==> config.mk <==
export PLATFORM = sky130hd
export DESIGN_NAME = epc_ctrl
export DESIGN_NICKNAME = d
export VERILOG_FILES = /design/src/logic/epc_pkg.sv /design/src/logic/epc_ctrl.sv /design/src/logic/epc_wr_filter.sv
export VERILOG_INCLUDE_DIRS = /design/src /design/src/logic
export SDC_FILE = /design/constraint.sdc
export NUM_CORES = 1
export LEC_CHECK = 0
export BUFFER_PORTS_ARGS = -buffer_cell sky130_fd_sc_hd__buf_2
export CORE_ASPECT_RATIO = 2
export CORE_MARGIN = 2
export CORE_UTILIZATION = 40
export CTS_CLUSTER_SIZE = 12
export DETAILED_ROUTE_END_ITERATION = 7
export GPL_TIMING_DRIVEN = 0
export PLACE_DENSITY_LB_ADDON = 0.08
export SLEW_MARGIN = 20
export SYNTH_ARGS = -nofsm -noshare
export SYNTH_HDL_FRONTEND = slang
export SYNTH_SLANG_ARGS = --single-unit
export TNS_END_PERCENT = 20
==> constraint.sdc <==
create_clock -name mclk -period 2.1 [get_ports mclk]
set_input_delay 0.21 -clock mclk [delete_from_list [all_inputs] [get_ports mclk]]
set_output_delay 0.21 -clock mclk [all_outputs]
set_load 0.1 [all_outputs]
==> src/logic/epc_params.svh <==
/*
 Constants for the programming control block: register address, bit
 positions, reset value and timing figures. Assumes a 16-bit address bus.
*/
`ifndef EPC_PARAMS_SVH
`define EPC_PARAMS_SVH
`define EPC_PROG_CTRL_ADDR 16'h103b
`define EPC_BIT_PGM 0
`define EPC_BIT_EEPROM_LATCH_ENABLE 1
`define EPC_BIT_ERASE 2
`define EPC_BIT_ROW 3
`define EPC_BIT_BYTE 4
`define EPC_BIT_ROM_LATCH_ENABLE 5
`define EPC_CTRL_RESET 8'h00
`define EPC_ROW_BYTES 16
`define EPC_ROW_ADDR_LSB 4
`define EPC_CLK_MHZ 25
`define EPC_HOLD_MS 10
`define EPC_HOLD_CYCLES (`EPC_HOLD_MS * 1000 * `EPC_CLK_MHZ)
`endif

==> src/logic/epc_pkg.sv <==
/*
 Types for the programming control block. Assumes the params header.
*/
package epc_pkg;
    typedef enum logic [3:0] {
        EPC_IDLE = 4'b0001,
        EPC_ARMED = 4'b0010,
        EPC_LATCHED = 4'b0100,
        EPC_HV = 4'b1000
    } epc_state_t;

    typedef enum logic [2:0] {
        EPC_OP_PROG = 3'b001,
        EPC_OP_BULK = 3'b010,
        EPC_OP_ROW = 3'b100
    } epc_kind_t;

    typedef struct packed {
        logic en;
        logic we;
        logic [15:0] addr;
        logic [7:0] wdata;
    } epc_bus_t;

    typedef struct packed {
        logic hv_on;
        logic erase;
        logic bulk;
        logic row;
        logic byte_sel;
        logic [15:0] addr;
        logic [7:0] data;
    } epc_nvm_cmd_t;
endpackage : epc_pkg

==> src/logic/epc_ctrl.sv <==
/*
 EEPROM program and erase sequencer with its control register.
 Assumes a core bus synchronous to mclk; array and option cell outside.
*/
//Behaviour
//- Byte select set: erase only addressed byte, row select ignored.
//- Byte select clear: row select 0 erases all, 1 erases 16-byte row.
//- Erase bit 0 means read or program, 1 means erase.
//- Latch clear: array reads normally, no programming; in EPC_LATCHED a write clearing it and setting voltage still programs.
//- Latch set: array writes captured, array reads blocked.
//- High voltage reaches the array only while voltage enable is 1.
//- On the ROM variant the same voltage bit serves both arrays.
//- ROM and EEPROM latch enables never both 1.
//- ROM latch selects read path at 0, programming path at 1.
//- Programming ignores row and byte select bits.
//- Programming only clears bits; erase first.
//- Writing zero to the control register ends every sequence.
//- Bulk erase leaves the option cell unchanged.
//- Option cell programmable and erasable in any mode unless guarded.
//- Security forces single-chip modes only.
//- Latch and voltage set in one write leaves both clear.
//- Voltage bit writable only while a latch is already set.
`timescale 1ns/100ps
`include "epc_params.svh"
module epc_ctrl #(
    parameter logic [15:0] ARRAY_BASE = 16'hb600,
    parameter logic [15:0] ARRAY_LAST = 16'hb7ff,
    parameter logic [15:0] OPTION_ADDR = 16'h103f,
    parameter int unsigned HOLD_CYCLES = `EPC_HOLD_CYCLES
) (
    input wire logic mclk,
    input wire logic srst,
    input wire logic ce,
    input wire epc_pkg::epc_bus_t bus,
    input wire logic rom_variant,
    input wire logic option_write_guard,
    input wire logic security_on,
    input wire logic want_expanded,
    output logic [7:0] rdata,
    output logic array_read_en,
    output logic rom_prog_path,
    output logic hv_on,
    output logic hold_done,
    output logic single_chip_only,
    output epc_pkg::epc_nvm_cmd_t nvm_cmd
);
    typedef struct packed {
        logic [7:0] ctrl;
        epc_pkg::epc_state_t st;
        logic [31:0] cnt;
        logic [15:0] addr;
        logic [7:0] data;
        logic opt;
        logic [7:0] rdata;
        logic rd_en;
        logic rom_path;
        logic hv;
        logic done;
        logic sc_only;
        epc_pkg::epc_nvm_cmd_t cmd;
    } epc_state_regs_t;

    epc_state_regs_t s_r;
    epc_state_regs_t s_nxt;
    logic [7:0] filt;
    logic reg_hit;
    logic arr_hit;
    logic opt_hit;
    logic cap;

    assign reg_hit = bus.en && bus.addr == `EPC_PROG_CTRL_ADDR;
    assign arr_hit = bus.en && bus.addr >= ARRAY_BASE && bus.addr <= ARRAY_LAST;
    assign opt_hit = bus.en && bus.addr == OPTION_ADDR;
    // Guarded option writes must not arm the sequence either
    assign cap = (arr_hit || (opt_hit && !option_write_guard)) && bus.we
        && s_r.ctrl[`EPC_BIT_EEPROM_LATCH_ENABLE] && !s_r.ctrl[`EPC_BIT_PGM];

    epc_wr_filter u_filt (
        .cur(s_r.ctrl),
        .wdata(bus.wdata),
        .rom_variant(rom_variant),
        .nxt(filt)
    );

    always_comb begin
        s_nxt = s_r;
        s_nxt.cmd.hv_on = 1'b0;
        if (reg_hit && bus.we) begin
            s_nxt.ctrl = filt;
        end
        if (reg_hit && !bus.we) begin
            s_nxt.rdata = s_r.ctrl;
        end
        // Writes to array or option cell captured only while latched
        if (cap) begin
            s_nxt.addr = bus.addr;
            s_nxt.data = bus.wdata;
            s_nxt.opt = opt_hit;
        end
        case (s_r.st)
            epc_pkg::EPC_IDLE: begin
                if (s_nxt.ctrl[`EPC_BIT_EEPROM_LATCH_ENABLE]) begin
                    s_nxt.st = epc_pkg::EPC_ARMED;
                end
            end
            epc_pkg::EPC_ARMED: begin
                if (cap) begin
                    s_nxt.st = epc_pkg::EPC_LATCHED;
                end
                if (!s_nxt.ctrl[`EPC_BIT_EEPROM_LATCH_ENABLE]) begin
                    s_nxt.st = epc_pkg::EPC_IDLE;
                end
            end
            epc_pkg::EPC_LATCHED: begin
                if (s_nxt.ctrl[`EPC_BIT_PGM]) begin
                    s_nxt.st = epc_pkg::EPC_HV;
                    s_nxt.cnt = '0;
                end else if (!s_nxt.ctrl[`EPC_BIT_EEPROM_LATCH_ENABLE]) begin
                    s_nxt.st = epc_pkg::EPC_IDLE;
                end
            end
            epc_pkg::EPC_HV: begin
                if (s_r.cnt < HOLD_CYCLES) begin
                    s_nxt.cnt = s_r.cnt + 32'h00000001;
                end
                if (!s_nxt.ctrl[`EPC_BIT_PGM]) begin
                    s_nxt.st = s_nxt.ctrl[`EPC_BIT_EEPROM_LATCH_ENABLE] ? epc_pkg::EPC_LATCHED
                        : epc_pkg::EPC_IDLE;
                end
            end
            default: s_nxt.st = epc_pkg::EPC_IDLE;
        endcase
        if (reg_hit && bus.we && bus.wdata == 8'h00) begin
            s_nxt.st = epc_pkg::EPC_IDLE;
        end
        s_nxt.hv = s_nxt.ctrl[`EPC_BIT_PGM];
        s_nxt.rd_en = !s_nxt.ctrl[`EPC_BIT_EEPROM_LATCH_ENABLE];
        s_nxt.rom_path = s_nxt.ctrl[`EPC_BIT_ROM_LATCH_ENABLE];
        s_nxt.done = s_r.st == epc_pkg::EPC_HV && s_r.cnt >= HOLD_CYCLES;
        // Security or no expansion request confines to single-chip
        s_nxt.sc_only = security_on | !want_expanded | s_r.sc_only & security_on;
        s_nxt.cmd.hv_on = s_nxt.st == epc_pkg::EPC_HV && s_nxt.hv;
        s_nxt.cmd.erase = s_nxt.ctrl[`EPC_BIT_ERASE];
        // Program ignores row and byte select
        s_nxt.cmd.byte_sel = s_nxt.cmd.erase && s_nxt.ctrl[`EPC_BIT_BYTE];
        s_nxt.cmd.row = s_nxt.cmd.erase && !s_nxt.ctrl[`EPC_BIT_BYTE]
            && s_nxt.ctrl[`EPC_BIT_ROW];
        // Bulk never issued when the option cell was the target
        s_nxt.cmd.bulk = s_nxt.cmd.erase && !s_nxt.ctrl[`EPC_BIT_BYTE]
            && !s_nxt.ctrl[`EPC_BIT_ROW] && !s_nxt.opt;
        s_nxt.cmd.addr = s_nxt.cmd.row
            ? {s_nxt.addr[15:`EPC_ROW_ADDR_LSB], 4'h0} : s_nxt.addr;
        s_nxt.cmd.data = s_nxt.cmd.erase ? 8'hff : s_nxt.data;
    end

    always_ff @(posedge mclk) begin
        if (srst) begin
            s_r <= '{ctrl: `EPC_CTRL_RESET, st: epc_pkg::EPC_IDLE, cnt: '0, addr: '0,
                     data: '0, opt: 1'b0, rdata: '0, rd_en: 1'b1, rom_path: 1'b0,
                     hv: 1'b0, done: 1'b0, sc_only: 1'b1, cmd: '0};
        end else if (ce) begin
            s_r <= s_nxt;
        end
    end

    assign rdata = s_r.rdata;
    assign array_read_en = s_r.rd_en;
    assign rom_prog_path = s_r.rom_path;
    assign hv_on = s_r.hv;
    assign hold_done = s_r.done;
    assign single_chip_only = s_r.sc_only;
    assign nvm_cmd = s_r.cmd;

    chk_latch_excl: assert property (@(posedge mclk) disable iff (srst)
        !(s_r.ctrl[`EPC_BIT_ROM_LATCH_ENABLE] && s_r.ctrl[`EPC_BIT_EEPROM_LATCH_ENABLE]))
        else $error("both latch enables set");
    chk_dual_set: assert property (@(posedge mclk) disable iff (srst)
        ce && reg_hit && bus.we && !s_r.ctrl[`EPC_BIT_EEPROM_LATCH_ENABLE] && bus.wdata[1:0] == 2'b11
        |=> s_r.ctrl[1:0] == 2'b00)
        else $error("latch and voltage set together");
    chk_pgm_guard: assert property (@(posedge mclk) disable iff (srst)
        $rose(s_r.ctrl[`EPC_BIT_PGM]) |-> $past(s_r.ctrl[`EPC_BIT_EEPROM_LATCH_ENABLE] | s_r.ctrl[`EPC_BIT_ROM_LATCH_ENABLE]))
        else $error("voltage set without latch");
    chk_hv_follow: assert property (@(posedge mclk) disable iff (srst)
        ce && reg_hit && bus.we && s_r.ctrl[`EPC_BIT_EEPROM_LATCH_ENABLE]
        |=> hv_on == $past(bus.wdata[`EPC_BIT_PGM]))
        else $error("high voltage mismatch");
    chk_read_block: assert property (@(posedge mclk) disable iff (srst)
        s_r.ctrl[`EPC_BIT_EEPROM_LATCH_ENABLE] |-> !array_read_en)
        else $error("array readable while latched");
    chk_zero_write: assert property (@(posedge mclk) disable iff (srst)
        ce && reg_hit && bus.we && bus.wdata == 8'h00 |=> ##1 !hv_on && array_read_en)
        else $error("zero write did not end sequence");
    chk_byte_over: assert property (@(posedge mclk) disable iff (srst)
        nvm_cmd.byte_sel |-> !nvm_cmd.row && !nvm_cmd.bulk)
        else $error("byte erase widened");
    chk_prog_plain: assert property (@(posedge mclk) disable iff (srst)
        !nvm_cmd.erase |-> !nvm_cmd.row && !nvm_cmd.byte_sel && !nvm_cmd.bulk)
        else $error("program used erase selects");
endmodule : epc_ctrl

==> src/logic/epc_wr_filter.sv <==
/*
 Write filter for the control register: applies the latch and voltage
 enable interlocks. Pure combinational; assumes current value given.
*/
`timescale 1ns/100ps
`include "epc_params.svh"
module epc_wr_filter (
    input wire logic [7:0] cur,
    input wire logic [7:0] wdata,
    input wire logic rom_variant,
    output logic [7:0] nxt
);
    logic latch_now;
    always_comb begin
        nxt = wdata & 8'h3f;
        latch_now = cur[`EPC_BIT_EEPROM_LATCH_ENABLE] | cur[`EPC_BIT_ROM_LATCH_ENABLE];
        if (!rom_variant) begin
            nxt[`EPC_BIT_ROM_LATCH_ENABLE] = 1'b0;
        end
        // Voltage bit only writable with a latch already set
        if (!latch_now) begin
            nxt[`EPC_BIT_PGM] = 1'b0;
        end
        // Latch bits frozen while high voltage is applied, except by a zero write
        if (cur[`EPC_BIT_PGM] && wdata != 8'h00) begin
            nxt[`EPC_BIT_ROM_LATCH_ENABLE] = cur[`EPC_BIT_ROM_LATCH_ENABLE];
            nxt[`EPC_BIT_EEPROM_LATCH_ENABLE] = cur[`EPC_BIT_EEPROM_LATCH_ENABLE];
        end
        // Setting latch and voltage in one write sets neither
        if (!cur[`EPC_BIT_EEPROM_LATCH_ENABLE] && wdata[`EPC_BIT_EEPROM_LATCH_ENABLE] && wdata[`EPC_BIT_PGM]) begin
            nxt[`EPC_BIT_EEPROM_LATCH_ENABLE] = 1'b0;
            nxt[`EPC_BIT_PGM] = 1'b0;
        end
        if (nxt[`EPC_BIT_ROM_LATCH_ENABLE] && nxt[`EPC_BIT_EEPROM_LATCH_ENABLE]) begin
            nxt[`EPC_BIT_ROM_LATCH_ENABLE] = 1'b0;
        end
    end
endmodule : epc_wr_filter

Yosys cells after proc, flatten, opt, wreduce, memory -nomap -nowiden
Index checks and enable logic that the tools add are counted.
{"block": "word_totals", "ff_bits": 107, "out_inout_bits": 42, "wordCells": 96}
{"block": "classes", "addsub": 1, "magnitude_cmp": 4, "n_eq_ne": 9, "n_mux": 22, "bitwise": 4, "reduce_logical": 37}
{"op": "32-bit 2-to-1 mux", "count": 2}
{"op": "32-bit case mux with 2 select lines", "count": 1}
{"op": "32-bit by 1-bit adder with 32-bit output (second input constant)", "count": 1}
{"op": "16-bit by 13-bit equality test with 1-bit output (second input constant)", "count": 2}
{"op": "32-bit by 18-bit greater-or-equal comparator with 1-bit output (second input constant)", "count": 1}
{"op": "32-bit by 18-bit less-than comparator with 1-bit output (second input constant)", "count": 1}
{"op": "4-bit 2-to-1 mux", "count": 8}
{"op": "25-bit 2-to-1 mux", "count": 1}
{"op": "1-bit logical AND", "count": 22}
{"op": "16-bit greater-or-equal comparator (second input constant)", "count": 1}
{"op": "16-bit <= comparator (second input constant)", "count": 1}
{"op": "4-bit case mux with 4 select lines", "count": 1}
{"op": "1-bit zero test", "count": 9}
{"op": "4-bit equality test (second input constant)", "count": 2}
{"op": "8-bit zero test", "count": 1}
{"op": "8-bit 2-to-1 mux", "count": 1}
{"op": "8-bit nonzero test", "count": 1}
{"op": "6-bit 2-to-1 mux", "count": 1}
{"op": "1-bit 2-to-1 mux", "count": 5}
{"op": "4-bit by 1-bit equality test with 1-bit output (second input constant)", "count": 1}
{"op": "4-bit by 2-bit equality test with 1-bit output (second input constant)", "count": 1}
{"op": "4-bit by 3-bit equality test with 1-bit output (second input constant)", "count": 1}
{"op": "2-bit != test (second input constant)", "count": 2}
{"op": "4-bit AND reduction", "count": 1}
{"op": "other kinds (7)", "count": 9}

Logic depth before layout (Yosys ltp)
{"block": "depth", "word_depth": 13, "ltp_mapped": 9, "depth_no_buf": 7}

By module
A second synthesis with hierarchy kept.
{"block": "unflattened", "hier_cells": 522, "area_unflattened_um2": 4546.9}
{"module": "epc_ctrl", "instances": 1, "cells_each": 504, "area_each_um2": 4408.0, "seq_area_each_um2": 1921.8}
{"module": "epc_wr_filter", "instances": 1, "cells_each": 18, "area_each_um2": 138.9, "seq_area_each_um2": 0.0}

Worst setup path after synthesis
No wires, ideal clock.
{"block": "synth_timing", "kind": "reg2reg", "startpoint": "register s_r[108] (netlist bit)", "endpoint": "register s_r[83] (netlist bit)", "arrival_time_ns": 2.734, "t_required_ns": 2.030, "path_slack_ns": -0.705, "stages_incl_launch_ff": 9, "path_cell_list": "dfxtp_1 inv_1 o21ai_0 nand4_4 a211oi_4 o21ai_2 buf_6 or4_1 a21oi_1"}
{"block": "synth_via", "elab_chain_cells": 6}
{"element": "from (decl)", "line": "epc_ctrl.sv:63", "source": "epc_state_regs_t s_r;"}
{"element": "from (signal assigned)", "line": "epc_ctrl.sv:158", "source": "s_r <= '{ctrl: `EPC_CTRL_RESET, st: epc_pkg::EPC_IDLE, cnt: '0, addr: '0,"}
{"element": "from (signal assigned)", "line": "epc_ctrl.sv:162", "source": "s_r <= s_nxt;"}
{"element": "1-bit bitwise OR", "line": "epc_wr_filter.sv:16", "source": "latch_now = cur[`EPC_BIT_EEPROM_LATCH_ENABLE] | cur[`EPC_BIT_ROM_LATCH_ENABLE];"}
{"element": "1-bit 2-to-1 mux", "line": "epc_wr_filter.sv:21", "source": "if (!latch_now) begin"}
{"element": "2-bit 2-to-1 mux", "line": "epc_wr_filter.sv:30", "source": "if (!cur[`EPC_BIT_EEPROM_LATCH_ENABLE] && wdata[`EPC_BIT_EEPROM_LATCH_ENABLE] && wdata[`EPC_BIT_PGM]) begin"}
{"element": "6-bit 2-to-1 mux", "line": "epc_ctrl.sv:88", "source": "if (reg_hit && bus.we) begin"}
{"element": "2-bit != test (no line)"}
{"element": "4-bit AND reduction (no line)"}
Every way passes these cells.
A chain may end at the register's enable or synchronous reset.

Worst setup path in the final report
{"block": "layout_timing", "startpoint": "register s_r[71] (netlist bit)", "endpoint": "register s_r[82] (netlist bit)"}
{"block": "layout_via", "elab_chain_cells": 3, "elab_cells_between_ends": 6, "classes_between": "add/sub: 1; order compare: 1; eq/ne: 1; mux: 2; reduce/logical: 1"}
{"element": "32-bit by 1-bit adder with 32-bit output / 32-bit by 18-bit less-than comparator with 1-bit output (equally long branches)", "line": "epc_ctrl.sv:124, epc_ctrl.sv:123"}
{"element": "32-bit 2-to-1 mux / 2-bit != test (equally long branches)"}
{"element": "32-bit case mux with 2 select lines / 4-bit AND reduction (equally long branches)"}
Several ways; a longest one is shown, not always the timed one. The select of a mux whose other input is x is not followed.

==> results.sh <==
export IMPL_cts_clk_slew_worst_paths_ns=0.07
export IMPL_ys_seq_area_share_pct=41.7
export IMPL_max_freq_ghz=0.464
export IMPL_yosysMostFrequentCell="dfxtp_1"
export IMPL_cts_max_path_buffers=2
export IMPL_clk_latency_ns=0.34
export IMPL_hold_viol=0
export IMPL_hpwl_um=9640
export IMPL_finalPower_w=0.00408
export IMPL_fin_ws_ns=-0.0573
export IMPL_setup_viol=7
export IMPL_grt_overflow=0
export IMPL_cp_cell_sequence="o31ai_2, nand3_1, a21oi_2, and3_4, o211ai_1, buf_4, or3_1, a21oi_2"
export IMPL_outcome="complete, but fails checks"
export IMPL_drtAntennaViolNets=0
export IMPL_hp_class="in2reg"
export IMPL_die_y_um=153
export IMPL_layout_drive_gt1_share_pct=29.5
export IMPL_synthArstFlopShare_pct=0
export IMPL_clock_root_buffer="clkbuf_16"
export IMPL_io_pins=75
export IMPL_syn_area_per_cell_um2=8.23
export IMPL_routed_wl_um=12800
export IMPL_maxSlewHeadroom_pct=56.4
export IMPL_worstMarginPinSlew_ns=0.654
export IMPL_reg2reg_slack_ns=-0.06
export IMPL_ys_seq_elements=92
export IMPL_routabilityCongestion=0.846
export IMPL_antenna_found_initial=0
export IMPL_cp_end_kind="flop"
export IMPL_area_delta_synth_final_pct=26.7
export IMPL_crit_type="reg2reg"
export IMPL_vias_per_cell=5.30
export IMPL_slew_violations=0
export IMPL_worst_path_buf_inv=1
export IMPL_grtUsageTotal_pct=21.8
export IMPL_fin_setup_tns_ns=-0.158
export IMPL_rsz0062_at_grt="yes"
export IMPL_yosys_area_top_type="dfxtp_1"
export IMPL_crit_required_ns=2.39
export IMPL_ys_top_cells_by_area="dfxtp_1 42%, buf_4 6.5%, nand2_1 5.8%"
export IMPL_path_delay_family="compound AO/OA/AOI/OAI gates"
export IMPL_grt_max_degree=17
export IMPL_min_from="bus[16]"
export IMPL_slowest_delay_ns=0.35
export IMPL_rr_worst_depth=8
export IMPL_synth_area_um2=4420
export IMPL_period_minus_slack_ns=2.16
export IMPL_fin_crit_sh_pct=103
export IMPL_grt_pass1_wl_um=20400
export IMPL_rows=54
export IMPL_violations="setup timing"
export IMPL_start_util_pct=40.9
export IMPL_die_area_um2=12000
export IMPL_fin_worst_skew_ns=0.00702
export IMPL_synth_main_ff_cell="dfxtp_1"
export IMPL_wl_per_cell_um=16.5
export IMPL_maxCapViolations=0
export IMPL_clkSinkCount=92
export IMPL_crit_top_cell="a21oi_2"
export IMPL_drtPass1Iterations=4
export IMPL_cts_tree="done"
export IMPL_slowest_stage="dfxtp_1"
export IMPL_timing_rr_start="s_r[71]$_SDFFE_PP0P_"
export IMPL_cts_htree_levels=3
export IMPL_holdBufCountCts=0
export IMPL_min_path_cells=3
export IMPL_crit_fanout=5
export IMPL_die_w_um=78.3
export IMPL_fp_coreArea_um2=10800
export IMPL_design_area_um2=5600
export IMPL_startpoint_type="flop"
export IMPL_synth_common_cells="92 x dfxtp_1, 68 x nand2_1, 56 x nor2_1"
export IMPL_grt_pass1_vias=4150
export IMPL_ys_types=53
export IMPL_drc_errors=0
export IMPL_syn_instance_count=537
export IMPL_worstPathArrival_ns=2.44
export IMPL_drt_first_iter_violations=125
export IMPL_fin_nets=667
export IMPL_vias=4118
export IMPL_dpl_cell_area_um2=4970
export IMPL_diodes=0
export IMPL_synth_edff_count=0
export IMPL_p_leak_nw=2.20
export IMPL_place_ws_ns=-0.988
export IMPL_fin_util_pct=51.8
export IMPL_yosysTopAreaCellShare_pct=41.7
export IMPL_irDropWorstVdd_v=0.000485
export IMPL_r2r_end="s_r[82]$_SDFFE_PP0P_"
export IMPL_yosysWarnings=0
export IMPL_p_per_area_nw_per_um2=729
export IMPL_numCtsBuffers=9
export IMPL_io_buffers=72
export IMPL_hold_end="s_r[59]$_SDFFE_PP0P_"
==> worst reg2reg max path, delay by kind of cell (launching register included) <==
kind            cells  cell delay [ns]
compound gates      4             0.79
buf+inv             1             0.23
flops               1             0.35
simple gates        3             0.74
==> worst max-delay path by stage <==
stage                                     from                     to  cells after the start
after floorplan                        bus[21]   s_r[98]$_SDFFE_PP0P_                      8
after global placement                  bus[5]  s_r[101]$_SDFFE_PP0P_                      7
after detailed placement                bus[5]  s_r[101]$_SDFFE_PP0P_                      7
after CTS                 s_r[80]$_SDFFE_PP0P_   s_r[94]$_SDFFE_PP0P_                      7
after global routing                   bus[21]   s_r[95]$_SDFFE_PP0P_                     10
final                     s_r[71]$_SDFFE_PP0P_   s_r[82]$_SDFFE_PP0P_                      8
==> per-stage QoR <==
stage               hold slack, ns  cells
finish                       0.117    777
global route                 0.126    777
CTS                          0.108    765
detailed placement           0.447    750
global placement             0.442    750
floorplan                    0.346    538
==> power breakdown <==
part / leakage (nW) / internal (W) / switching, W / total (W)
registers: 0.749 / 0.00176 / 0.0000118 / 0.00177
clock network: 0.175 / 0.00125 / 0.000733 / 0.00198
logic: 1.28 / 0.0000835 / 0.000248 / 0.000332
==> repair_timing <==
item / in CTS / in global routing
buffers inserted: 1 / 11
pin swaps: 7 / 16
cloned: 0 / 1
endpoints found under the setup margin: 41 / 54
gates resized for setup: 28 / 28
==> cells in the final DEF (no fill, tap or decap), types with 13 or more instances in the layout <==
| master | synthesis | routed |
|---|---|---|
| a21oi_1 | 43 | 39 |
| nor2_1 | 56 | 55 |
| nand2_1 | 68 | 68 |
| inv_1 | 15 | 14 |
| o21ai_0 | 22 | 19 |
| dfxtp_1 | 92 | 83 |
| clkbuf_1 | 22 | 13 |
| buf_4 | 38 | 52 |
| o21a_1 | 13 | 13 |
| nand3_1 | 15 | 13 |
| and3_1 | 14 | 13 |
| buf_2 | 2 | 74 |
| mux2i_1 | 18 | 18 |
==> per-layer routing <==
layer / up-vias / share of wire [%] / GRT usage, %
met3: 25 / 3.8 / 4.03
met5: - / 0 / 0
li1: 2043 / - / -
met1: 1954 / 37 / 21.0
met4: 0 / 2.5 / 8.35
met2: 96 / 57 / 43.8
==> state kept, by name, indices dropped and copies added, names as in the netlist <==
signal / cells
rdata: 6
array_read_en: 1
s_r: 67
single_chip_only: 1
hold_done: 1
nvm_cmd: 16
==> logic make-up (layout without fill, tap and decap cells) <==
family,count (synthesis),after routing,share of synthesized area [%]
fa+ha+maj,2,2,0.566
mux,18,18,4.08
compound gates,114,114,16.4
buf+inv,80,179,10.3
flops,92,92,41.7
simple gates,219,219,24.8
other cells,1,2,0.0849
xor+xnor,11,11,2.18
==> cell type report <==
type | instances | area (um2)
plain buffers | 63 | 423
clock buffers | 10 | 250
clock inverters | 6 | 115
fillers | 1067 | 5210
inverters | 15 | 56.3
multi-input cells | 366 | 2260
flip-flops and latches | 92 | 1860
well taps | 140 | 175
repair buffers | 85 | 455
Note: power is estimated with default switching activity, not from simulation.
